### src/pkg/dfpm_consts.vh
// dfpm_consts.vh: register map, field positions, reset values and timing counts
// for the meter frequency / peak-hold block.
// assumes: included by bare name from the design; a 200 MHz mclk.
`ifndef DFPM_CONSTS_VH
`define DFPM_CONSTS_VH

////////////////////////////////////////////////////////////////////////////////
// clock and timing
`define DFPM_CLK_MHZ          200
`define DFPM_PEAK_RST_NS      4000
`define DFPM_PEAK_RST_CYC     ((`DFPM_PEAK_RST_NS * `DFPM_CLK_MHZ) / 1000)

////////////////////////////////////////////////////////////////////////////////
// address map: haddr[6:5] picks a timer channel (0..2) or the peak group (3)
`define DFPM_GRP_PEAK         2'h3
`define DFPM_CH_CTL           3'h0
`define DFPM_CH_CLK           3'h1
`define DFPM_CH_CCTL          3'h2
`define DFPM_CH_CCR           3'h3
`define DFPM_CH_MC            3'h4
`define DFPM_CH_CNT           3'h5
`define DFPM_PK_CONF          3'h0
`define DFPM_PK_INIT          3'h1
`define DFPM_PK_STAT          3'h2
`define DFPM_PK_DCMAX         3'h3
`define DFPM_PK_DCMIN         3'h4
`define DFPM_PK_ACMAX         3'h5
`define DFPM_PK_ACMIN         3'h6

////////////////////////////////////////////////////////////////////////////////
// channel control word fields
`define DFPM_CTL_MODULE_ENABLE        0
`define DFPM_CTL_RUN          1
`define DFPM_CTL_PRESET       2
`define DFPM_CTL_ONE_SHOT_SELECT        5
// clock word: source in [2:0], divider in [6:3]
`define DFPM_SRC_SYS          3'h0
`define DFPM_SRC_XTAL         3'h1
`define DFPM_SRC_EXT          3'h4
// capture / compare control word fields
`define DFPM_CC_CAPTURE_COMPARE_SELECT          0
`define DFPM_CC_SCS           1
`define DFPM_CC_OUTPUT_SOURCE_SELECT        9
`define DFPM_CC_OUTPUT_POLARITY_INVERT       13
`define DFPM_CC_IE            14
`define DFPM_CC_IF            15
`define DFPM_TOUT_TOGGLE      3'h4
`define DFPM_TRG_SRC_EXT      2'h0
`define DFPM_EDGE_RISE        2'h1
`define DFPM_EDGE_FALL        2'h2
`define DFPM_EDGE_BOTH        2'h3

////////////////////////////////////////////////////////////////////////////////
// reset values
`define DFPM_MC_RST           16'hffff
`define DFPM_DCMAX_INIT       16'h8000
`define DFPM_DCMIN_INIT       16'h7fff
`define DFPM_ACMAX_INIT       32'h00000000
`define DFPM_ACMIN_INIT       32'hffffffff

`endif

### src/design/dfpm_meter_freq.v
// dfpm_meter_freq.v: three 16-bit capture/compare timer channels for frequency
// measurement, DC/AC peak hold and continuity status, behind an AHB-Lite slave.
// assumes: comparator, crystal and continuity levels arrive asynchronously;
// filter results and their valid strobes come from logic on mclk.
//
// The implementer's own choices: the register offsets and register access over AHB-Lite.
`timescale 1ns/1ps
`include "dfpm_consts.vh"

// Functional notes
// - channel 0 compares crystal counts, drives period output
// - channel 1 counts comparator, captures on period rise
// - channel 2 counts crystal, captures on comparator edge
// - flags clear on write one, set wins
// - separate DC and AC maximum and minimum registers
// - one enable bit; update beyond held extremes
// - enable changes never clear peak registers
// - peak reset restores initial values after 4 us
// - AC peak width follows square bit; root bit set stops AC updates
// - continuity status reads one while continuity detected
// - square select picks mean square else absolute
module dfpm_meter_freq
(
   input  wire        mclk,
   input  wire        nrst,
   input  wire        clk_en,
   input  wire        hsel,
   input  wire [31:0] haddr,
   input  wire [1:0]  htrans,
   input  wire        hwrite,
   input  wire [2:0]  hsize,
   input  wire [31:0] hwdata,
   input  wire        hready,
   output reg  [31:0] hrdata,
   output wire        hreadyout,
   output wire        hresp,
   input  wire        comparator_in,
   input  wire        crystal_clk_in,
   input  wire        continuity_in,
   input  wire [15:0] dc_result,
   input  wire        dc_valid,
   input  wire [31:0] ac_result,
   input  wire        ac_valid,
   output wire        reference_period_output,
   output reg         continuity_status,
   output wire [2:0]  capture_compare_event
);

   ////////////////////////////////////////////////////////////////////////////
   // pin synchronisers; the first stage feeds only the second
   reg  [2:0] comp_sync_r;    // comparator: two sync stages plus edge history
   reg  [2:0] xtal_sync_r;    // crystal clock: same structure
   reg        cont_s1_r;      // continuity first stage
   wire       comp_rise;      // comparator rising edge, mclk domain
   wire       xtal_rise;      // crystal tick, mclk domain

   always @(posedge mclk or negedge nrst)
   begin
      if (!nrst)
      begin
         comp_sync_r       <= 3'h0;
         xtal_sync_r       <= 3'h0;
         cont_s1_r         <= 1'b0;
         continuity_status <= 1'b0;
      end
      else if (clk_en)
      begin
         comp_sync_r       <= {comp_sync_r[1:0], comparator_in};
         xtal_sync_r       <= {xtal_sync_r[1:0], crystal_clk_in};
         cont_s1_r         <= continuity_in;
         continuity_status <= cont_s1_r;
      end
   end

   assign comp_rise = comp_sync_r[1] & ~comp_sync_r[2];
   assign xtal_rise = xtal_sync_r[1] & ~xtal_sync_r[2];

   ////////////////////////////////////////////////////////////////////////////
   // AHB-Lite slave: writes land in the data phase, reads take one wait state
   // so a read right behind a write to the same word sees the new value
   reg        wr_pend_r;      // write data phase in progress
   reg        rd_pend_r;      // read data phase, wait cycle
   reg  [7:0] dp_addr_r;      // address latched from the address phase
   wire       addr_ok;        // valid transfer accepted this edge
   wire       wr_go;          // write data is on hwdata now
   wire [1:0] wr_grp;         // channel or peak group of the write
   wire [2:0] wr_reg;         // word within the group
   reg  [31:0] rd_mux;        // read data selected from dp_addr_r

   assign addr_ok   = hsel & htrans[1] & hready & ~rd_pend_r;
   assign wr_go     = wr_pend_r & clk_en;
   assign wr_grp    = dp_addr_r[6:5];
   assign wr_reg    = dp_addr_r[4:2];
   assign hreadyout = clk_en & ~rd_pend_r;   // frozen block holds the bus
   assign hresp     = 1'b0;

   always @(posedge mclk or negedge nrst)
   begin
      if (!nrst)
      begin
         wr_pend_r <= 1'b0;
         rd_pend_r <= 1'b0;
         dp_addr_r <= 8'h00;
         hrdata    <= 32'h00000000;
      end
      else if (clk_en)
      begin
         wr_pend_r <= addr_ok & hwrite;
         rd_pend_r <= addr_ok & ~hwrite;
         if (addr_ok)
            dp_addr_r <= haddr[7:0];
         if (rd_pend_r)
            hrdata <= rd_mux;                 // unmapped words read zero
      end
   end

   ////////////////////////////////////////////////////////////////////////////
   // timer channels; wiring between them is fixed inside the meter
   wire [2:0]  ext_clk_rise;  // external clock per channel
   wire [2:0]  trig_in;       // external capture trigger per channel
   wire [2:0]  tout;          // timer outputs
   wire [31:0] ch_rd [0:2];   // read word per channel

   assign ext_clk_rise = {1'b0, comp_rise, 1'b0};
   assign trig_in      = {comp_sync_r[1], tout[0], 1'b0};
   assign reference_period_output = tout[0];

   genvar ch;
   generate
      for (ch = 0; ch < 3; ch = ch + 1)
      begin : g_ch
         reg  [5:0]  ctl_r;    // enable, run, one-shot
         reg  [6:0]  clk_r;    // source select and divider code
         reg  [13:0] cctl_r;   // capture/compare control fields
         reg         ie_r;     // interrupt enable
         reg         flag_r;   // capture/compare flag
         reg  [15:0] ccr_r;    // compare value or captured count
         reg  [15:0] mc_r;     // counter maximum
         reg  [15:0] cnt_r;    // counter
         reg         tout_r;   // timer output
         reg         trig_d_r; // previous trigger level
         wire        wr_me;    // this channel is written now
         wire        src_tick, tick, capture_compare_select;  // source tick, counted tick, capture mode
         wire [15:0] top;                   // wrap point of the counter
         wire        wrap, match;           // counter wraps, compare match
         wire        t_rise, t_fall;        // trigger edges
         reg         cap_ev;

         assign wr_me = wr_go & (wr_grp == ch);
         assign capture_compare_select  = cctl_r[`DFPM_CC_CAPTURE_COMPARE_SELECT];
         assign src_tick = (clk_r[2:0] == `DFPM_SRC_SYS)  ? 1'b1 :
                           (clk_r[2:0] == `DFPM_SRC_XTAL) ? xtal_rise :
                           (clk_r[2:0] == `DFPM_SRC_EXT)  ? ext_clk_rise[ch] : 1'b0;
         assign tick  = ctl_r[`DFPM_CTL_MODULE_ENABLE] & ctl_r[`DFPM_CTL_RUN] & src_tick;
         // compare mode wraps at the compare value so match and max coincide
         assign top   = capture_compare_select ? mc_r : ccr_r;
         assign wrap  = tick & (cnt_r >= top);
         assign match = tick & ~capture_compare_select & (cnt_r == ccr_r);
         assign t_rise = trig_in[ch] & ~trig_d_r;
         assign t_fall = ~trig_in[ch] & trig_d_r;

         // trigger edge select; the trigger is already synchronised upstream
         always @*
         begin
            cap_ev = 1'b0;
            if (capture_compare_select && ctl_r[`DFPM_CTL_MODULE_ENABLE] && cctl_r[3:2] == `DFPM_TRG_SRC_EXT)
            begin
               case (cctl_r[5:4])
                  `DFPM_EDGE_RISE: cap_ev = t_rise;
                  `DFPM_EDGE_FALL: cap_ev = t_fall;
                  `DFPM_EDGE_BOTH: cap_ev = t_rise | t_fall;
                  default:         cap_ev = 1'b0;
               endcase
            end
         end

         // registers, counter, output and flag of one channel
         always @(posedge mclk or negedge nrst)
         begin
            if (!nrst)
            begin
               ctl_r    <= 6'h00;
               clk_r    <= 7'h00;
               cctl_r   <= 14'h0000;
               ie_r     <= 1'b0;
               flag_r   <= 1'b0;
               ccr_r    <= 16'h0000;
               mc_r     <= `DFPM_MC_RST;
               cnt_r    <= 16'h0000;
               tout_r   <= 1'b0;
               trig_d_r <= 1'b0;
            end
            else if (clk_en)
            begin
               trig_d_r <= trig_in[ch];
               // counting; a one-shot run stops at the wrap
               if (tick)
                  cnt_r <= wrap ? 16'h0000 : cnt_r + 16'h0001;
               if (wrap && ctl_r[`DFPM_CTL_ONE_SHOT_SELECT])
                  ctl_r[`DFPM_CTL_RUN] <= 1'b0;
               // toggle output on match (and max, which coincides here)
               if (cctl_r[12:10] == `DFPM_TOUT_TOGGLE &&
                   (match || (!cctl_r[`DFPM_CC_OUTPUT_SOURCE_SELECT] && wrap && !capture_compare_select)))
                  tout_r <= ~tout_r;
               if (cap_ev)
                  ccr_r <= cnt_r;
               // bus writes
               if (wr_me && wr_reg == `DFPM_CH_CTL)
               begin
                  ctl_r <= {hwdata[5:3], 1'b0, hwdata[1:0]};
                  if (hwdata[`DFPM_CTL_PRESET])
                  begin
                     cnt_r  <= 16'h0000;
                     tout_r <= hwdata[`DFPM_CTL_PRESET] & cctl_r[`DFPM_CC_OUTPUT_POLARITY_INVERT];
                  end
               end
               if (wr_me && wr_reg == `DFPM_CH_CLK)
                  clk_r <= hwdata[6:0];
               if (wr_me && wr_reg == `DFPM_CH_CCTL)
               begin
                  cctl_r <= hwdata[13:0];
                  ie_r   <= hwdata[`DFPM_CC_IE];
               end
               if (wr_me && wr_reg == `DFPM_CH_CCR && !cap_ev)
                  ccr_r <= hwdata[15:0];
               if (wr_me && wr_reg == `DFPM_CH_MC)
                  mc_r <= hwdata[15:0];
               // flag: a new event beats a simultaneous write-one clear
               if (match || cap_ev)
                  flag_r <= 1'b1;
               else if (wr_me && wr_reg == `DFPM_CH_CCTL && hwdata[`DFPM_CC_IF])
                  flag_r <= 1'b0;
            end
         end

         assign tout[ch] = tout_r;
         assign capture_compare_event[ch] = flag_r & ie_r;
         assign ch_rd[ch] =
            (wr_reg == `DFPM_CH_CTL)  ? {26'h0, ctl_r} :
            (wr_reg == `DFPM_CH_CLK)  ? {25'h0, clk_r} :
            (wr_reg == `DFPM_CH_CCTL) ? {16'h0, flag_r, ie_r, cctl_r} :
            (wr_reg == `DFPM_CH_CCR)  ? {16'h0, ccr_r} :
            (wr_reg == `DFPM_CH_MC)   ? {16'h0, mc_r} :
            (wr_reg == `DFPM_CH_CNT)  ? {16'h0, cnt_r} : 32'h0;
      end
   endgenerate

   ////////////////////////////////////////////////////////////////////////////
   // peak hold
   localparam integer PEAK_RST_INT = `DFPM_PEAK_RST_CYC;
   localparam [9:0]   PEAK_RST_CYC = PEAK_RST_INT[9:0];  // 800 fits the countdown
   reg         peak_on_r;     // peak enable
   reg         square_select_r;
   reg         root_enable_r;
   reg  [9:0]  prst_cnt_r;    // reset countdown, nonzero while busy
   reg  [15:0] dc_max_r, dc_min_r;  // signed DC extremes
   reg  [31:0] ac_max_r, ac_min_r;  // unsigned AC extremes
   wire        pk_wr;         // peak group written now
   wire        prst_busy;
   wire [31:0] ac_val;        // AC value at the selected width
   wire        ac_ok;         // root enable set is a reserved combination

   assign pk_wr     = wr_go & (wr_grp == `DFPM_GRP_PEAK);
   assign prst_busy = (prst_cnt_r != 10'h000);
   assign ac_val    = square_select_r ? ac_result : {16'h0000, ac_result[15:0]};
   assign ac_ok     = ~root_enable_r;

   // updates are held off while a reset is pending so it cannot be undone
   always @(posedge mclk or negedge nrst)
   begin
      if (!nrst)
      begin
         peak_on_r       <= 1'b0;
         square_select_r <= 1'b0;
         root_enable_r   <= 1'b0;
         prst_cnt_r      <= 10'h000;
         dc_max_r        <= `DFPM_DCMAX_INIT;
         dc_min_r        <= `DFPM_DCMIN_INIT;
         ac_max_r        <= `DFPM_ACMAX_INIT;
         ac_min_r        <= `DFPM_ACMIN_INIT;
      end
      else if (clk_en)
      begin
         // enable, square select and root enable bits only; held values untouched
         if (pk_wr && wr_reg == `DFPM_PK_CONF)
         begin
            peak_on_r       <= hwdata[0];
            square_select_r <= hwdata[1];
            root_enable_r   <= hwdata[2];
         end
         if (pk_wr && wr_reg == `DFPM_PK_INIT && hwdata[0])
            prst_cnt_r <= PEAK_RST_CYC;
         else if (prst_busy)
            prst_cnt_r <= prst_cnt_r - 10'h001;
         if (prst_cnt_r == 10'h001)
         begin
            dc_max_r <= `DFPM_DCMAX_INIT;
            dc_min_r <= `DFPM_DCMIN_INIT;
            ac_max_r <= `DFPM_ACMAX_INIT;
            ac_min_r <= `DFPM_ACMIN_INIT;
         end
         else if (peak_on_r && !prst_busy)
         begin
            // DC comb results are signed
            if (dc_valid && $signed(dc_result) > $signed(dc_max_r))
               dc_max_r <= dc_result;
            if (dc_valid && $signed(dc_result) < $signed(dc_min_r))
               dc_min_r <= dc_result;
            if (ac_valid && ac_ok && ac_val > ac_max_r)
               ac_max_r <= ac_val;
            if (ac_valid && ac_ok && ac_val < ac_min_r)
               ac_min_r <= ac_val;
         end
      end
   end

   ////////////////////////////////////////////////////////////////////////////
   // read selection for the latched data-phase address
   always @*
   begin
      rd_mux = 32'h00000000;
      if (wr_grp != `DFPM_GRP_PEAK)
         rd_mux = ch_rd[wr_grp];
      else
      begin
         case (wr_reg)
            `DFPM_PK_CONF:  rd_mux = {29'h0, root_enable_r, square_select_r, peak_on_r};
            `DFPM_PK_INIT:  rd_mux = {30'h0, prst_busy, 1'b0};
            `DFPM_PK_STAT:  rd_mux = {31'h0, continuity_status};
            `DFPM_PK_DCMAX: rd_mux = {16'h0, dc_max_r};
            `DFPM_PK_DCMIN: rd_mux = {16'h0, dc_min_r};
            `DFPM_PK_ACMAX: rd_mux = ac_max_r;
            `DFPM_PK_ACMIN: rd_mux = ac_min_r;
            default:        rd_mux = 32'h00000000;
         endcase
      end
   end

endmodule // dfpm_meter_freq

### config.mk
export PLATFORM = sky130hd
export DESIGN_NAME = dfpm_meter_freq
export DESIGN_NICKNAME = d
export VERILOG_FILES = /design/src/design/dfpm_meter_freq.v
export VERILOG_INCLUDE_DIRS = /design/src /design/src/pkg
export SDC_FILE = /design/constraint.sdc
export NUM_CORES = 1
export LEC_CHECK = 0
export BUFFER_PORTS_ARGS = -buffer_cell sky130_fd_sc_hd__buf_2
export CORE_ASPECT_RATIO = 0.8
export CORE_MARGIN = 2
export CORE_UTILIZATION = 60
export DETAILED_ROUTE_END_ITERATION = 16
export GPL_ROUTABILITY_DRIVEN = 0
export PLACE_DENSITY = 0.82
export SETUP_SLACK_MARGIN = 0.05
export SLEW_MARGIN = 20
export SYNTH_ARGS = -nofsm -noshare
export SYNTH_HDL_FRONTEND = slang
export SYNTH_SLANG_ARGS = --single-unit
export TNS_END_PERCENT = 10
### constraint.sdc
create_clock -name mclk -period 3.5 [get_ports mclk]
set_input_delay 0.35 -clock mclk [delete_from_list [all_inputs] [get_ports mclk]]
set_output_delay 0.35 -clock mclk [all_outputs]
set_load 0.02 [all_outputs]
==> run metrics <==
status finished clean; final hold violations 0; Num CTS Buffers 41; height of the die 181 um; Die Width 225 um; critical-path maximum fanout 16; I/O Buffers 118; fin crit period 3380 ps; Final Skew 19.1 ps; Slew HR 21.5%; Sink Count 386; clock transition at the registers of the reported paths 60 ps; Die ar. 40800 um^2; Tcrit/Tclk final 96.7%; Final Core Density 68.1%; flops & latches, synth 386; Mapped Avg Cell Area 9.87 um^2; Max Root-Sink Buffers 3; share of async-settable or async-resettable flops after synthesis 100%; drt drc 0; Pre-Repair DR Iteration Count 6; All-Layer GR Usage 36.1%; Post-Syn Nets 2662; setup tns final 0 ps; Post-synth EDFFs 0; Crit. End Element register; ys flop type dfrtp_1; Detailed Route Iter0 Violations 2734; chain of cells forming the critical path nand2b_1 > nor2_1 > nand2_1 > mux2_2; FMAX 0.295 GHz; Critical Path Source Type register; Final setup violation count 0; pin count of the biggest net entering global routing 107; Cell Area, Placed 24700 um^2; synthesized cell area 23500 um^2; wire per inst 24.6 um; share of cells above drive strength 1 22.1%; post-DP HPWL 52200 um; CTS tree built; crit path DAT 3860 ps; core area 38400 um^2; WP data required 3980 ps; first-pass GRT wire length 114000 um; GRT overflow 0; critical path type reg2reg; Final #Nets 2745; RSZ-0062 raised after global routing no; initial antenna violation count 3; routed wire length 73600 um; Hold Path Class in2reg; power per cell area 523 nW/um^2; Final ANT Viol Nets 0; VDD IR max 369 uV; Pleak 11.8 nW; Critical-path top delay cell nor2_1; clk root buf clkbuf_16; Starting Density 61.2%; Syn-to-layout area delta 11.3%; library cells used by synthesis 80; maxcap violations 0; final hold slack 18.1 ps; total vias in the final route 20500; synthesized netlist cell count 2383; fin area 26200 um^2; worst-skew pair later-pin latency 570 ps; CP peak stage delay 1020 ps; Place WS -43.7 ps; Slew @ Worst Pin 1170 ps; dpl cells 2915; DR vias/cell 6.83; Rows 64; sequential share of the synthesized area 41.6%; Finished Layout Cells 2995; Synth Warn # 0; number of global-route vias before repair 20100; final setup margin 115 ps; Pwr Total 13.7 mW; post-CTS setup buffer count 0; Max H-tree Level 2; I/O pins 167; max-slew violations 0
## synth_stat cells, drive strengths merged, types with 16 or more instances
cell,count,share of area [%]
a22oi,47,1.5
dfrtp,290,31
and3,22,0.59
nor3,29,0.74
o22ai,24,0.64
a21o,16,0.51
a31oi,31,0.85
mux2i,137,5.8
o21ai,153,3.3
a211oi,20,0.66
mux2,175,8.4
nand2b,17,0.45
dfstp,96,11
nor2,113,1.8
nand3,45,1.0
a221oi,23,0.91
inv,150,2.4
nand2,189,3.0
clkbuf,85,1.4
nand4,35,0.93
a21oi,181,3.9
xnor2,30,1.1
xor2,34,1.3
ha,151,8.0
a22o,52,1.9
buf,63,1.4
## worst max-delay path: cells and delay by family, from the launching register on
kind             cells  cell delay (ps)
muxes                1              510
DFF                  1              460
and+or+nand+nor      3             2310
## what timing repair did
| action | in CTS | in global routing |
|---|---|---|
| hold buffers | 2 | 0 |
| gates resized for setup | 2 | 5 |
| gates cloned | 0 | 1 |
| endpoints found under the hold margin | 51 | 0 |
| pin swaps | 0 | 1 |
| setup endpoints to repair | 32 | 35 |
## flip-flops by register name, indices dropped and copies added (netlist names), 3 cells and up
signal / count
g_ch.ctl_r: 15
g_ch.mc_r: 48
g_ch.cctl_r: 42
ac_min_r: 32
ac_max_r: 32
comp_sync_r: 3
hrdata: 32
g_ch.cnt_r: 48
g_ch.clk_r: 21
g_ch.ie_r: 3
dc_min_r: 16
dc_max_r: 16
g_ch.ccr_r: 48
prst_cnt_r: 10
xtal_sync_r: 3
dp_addr_r: 5
g_ch.flag_r: 3
## area by class of cell
class	count	area (um^2)
diodes	2	5.00
multi-input cells	1700	12600
clock buffers	64	1260
fillers	2766	12200
clock inverters	11	169
repair buffers	187	1190
well taps	495	619
inverters	150	563
flip-flops and latches	386	9790
## layout by cell type (no fill, tap or decap), types with 9 or more instances in the layout
| cell type | synthesis | routed |
|---|---|---|
| xor2_1 | 34 | 34 |
| dfstp_2 | 96 | 96 |
| o221ai_1 | 9 | 9 |
| clkbuf_16 | 0 | 43 |
| ha_1 | 151 | 151 |
| a31oi_1 | 30 | 30 |
| xnor2_1 | 30 | 30 |
| a211oi_1 | 19 | 19 |
| and3_1 | 22 | 22 |
| mux2_2 | 175 | 175 |
| and2_1 | 11 | 11 |
| clkbuf_1 | 84 | 10 |
| buf_4 | 3 | 62 |
| a211o_1 | 9 | 9 |
| o22ai_1 | 24 | 24 |
| inv_1 | 150 | 150 |
| nand3_1 | 43 | 43 |
| and4_1 | 10 | 10 |
| nand2_1 | 189 | 189 |
| nor4_1 | 12 | 11 |
| buf_2 | 50 | 117 |
| nand4_1 | 35 | 35 |
| o21ai_0 | 148 | 148 |
| nor2_1 | 113 | 113 |
| o211ai_1 | 15 | 15 |
| o22a_1 | 15 | 15 |
| a21oi_1 | 181 | 181 |
| nor3_1 | 23 | 23 |
| o21a_1 | 11 | 11 |
| mux2i_1 | 137 | 137 |
| a22o_1 | 52 | 52 |
| dfrtp_1 | 290 | 285 |
| a22oi_1 | 47 | 47 |
| clkbuf_8 | 0 | 11 |
| nand2b_1 | 17 | 17 |
| nor2b_1 | 11 | 11 |
| a221oi_1 | 21 | 21 |
| a21o_1 | 16 | 16 |
## cells by family after synthesis
group | share of synthesized area [%]
AO/OA/AOI/OAI | 17.8
buffers and inverters | 5.11
flip-flops | 41.6
multiplexers | 14.2
adder cells (fa/ha/maj) | 8.03
AND/OR/NAND/NOR | 10.9
XOR/XNOR | 2.38
other | 0.0159
## worst paths after layout
check,from,to,slack (ps),depth (start not counted)
worst max-delay path,dp_addr_r[3],g_ch[0].mc_r[13],120,4
worst min-delay path,ac_result[3],ac_min_r[3],20,3
worst max register to register,dp_addr_r[3],g_ch[0].mc_r[13],120,4
worst min register to register,hrdata[16],hrdata[16],480,2
max in group asynchronous,nrst,dp_addr_r[2],2050,3
min in group asynchronous,nrst,g_ch[2].ccr_r[14],350,2
## layer usage
layer	up-vias	track usage (%)	wire (um)
li1	8866	-	-
met1	10100	49.7	29300
met2	1267	51.9	30900
met3	270	12.9	10100
met4	0	14.0	3270
met5	-	0	0
## where the power goes
| part | internal, mW | total, mW | switching [mW] |
|---|---|---|---|
| clock | 2.79 | 4.67 | 1.89 |
| combinational | 1.26 | 3.33 | 2.06 |
| sequential | 5.11 | 5.69 | 0.583 |
Note: power is estimated with default switching activity, not from simulation.
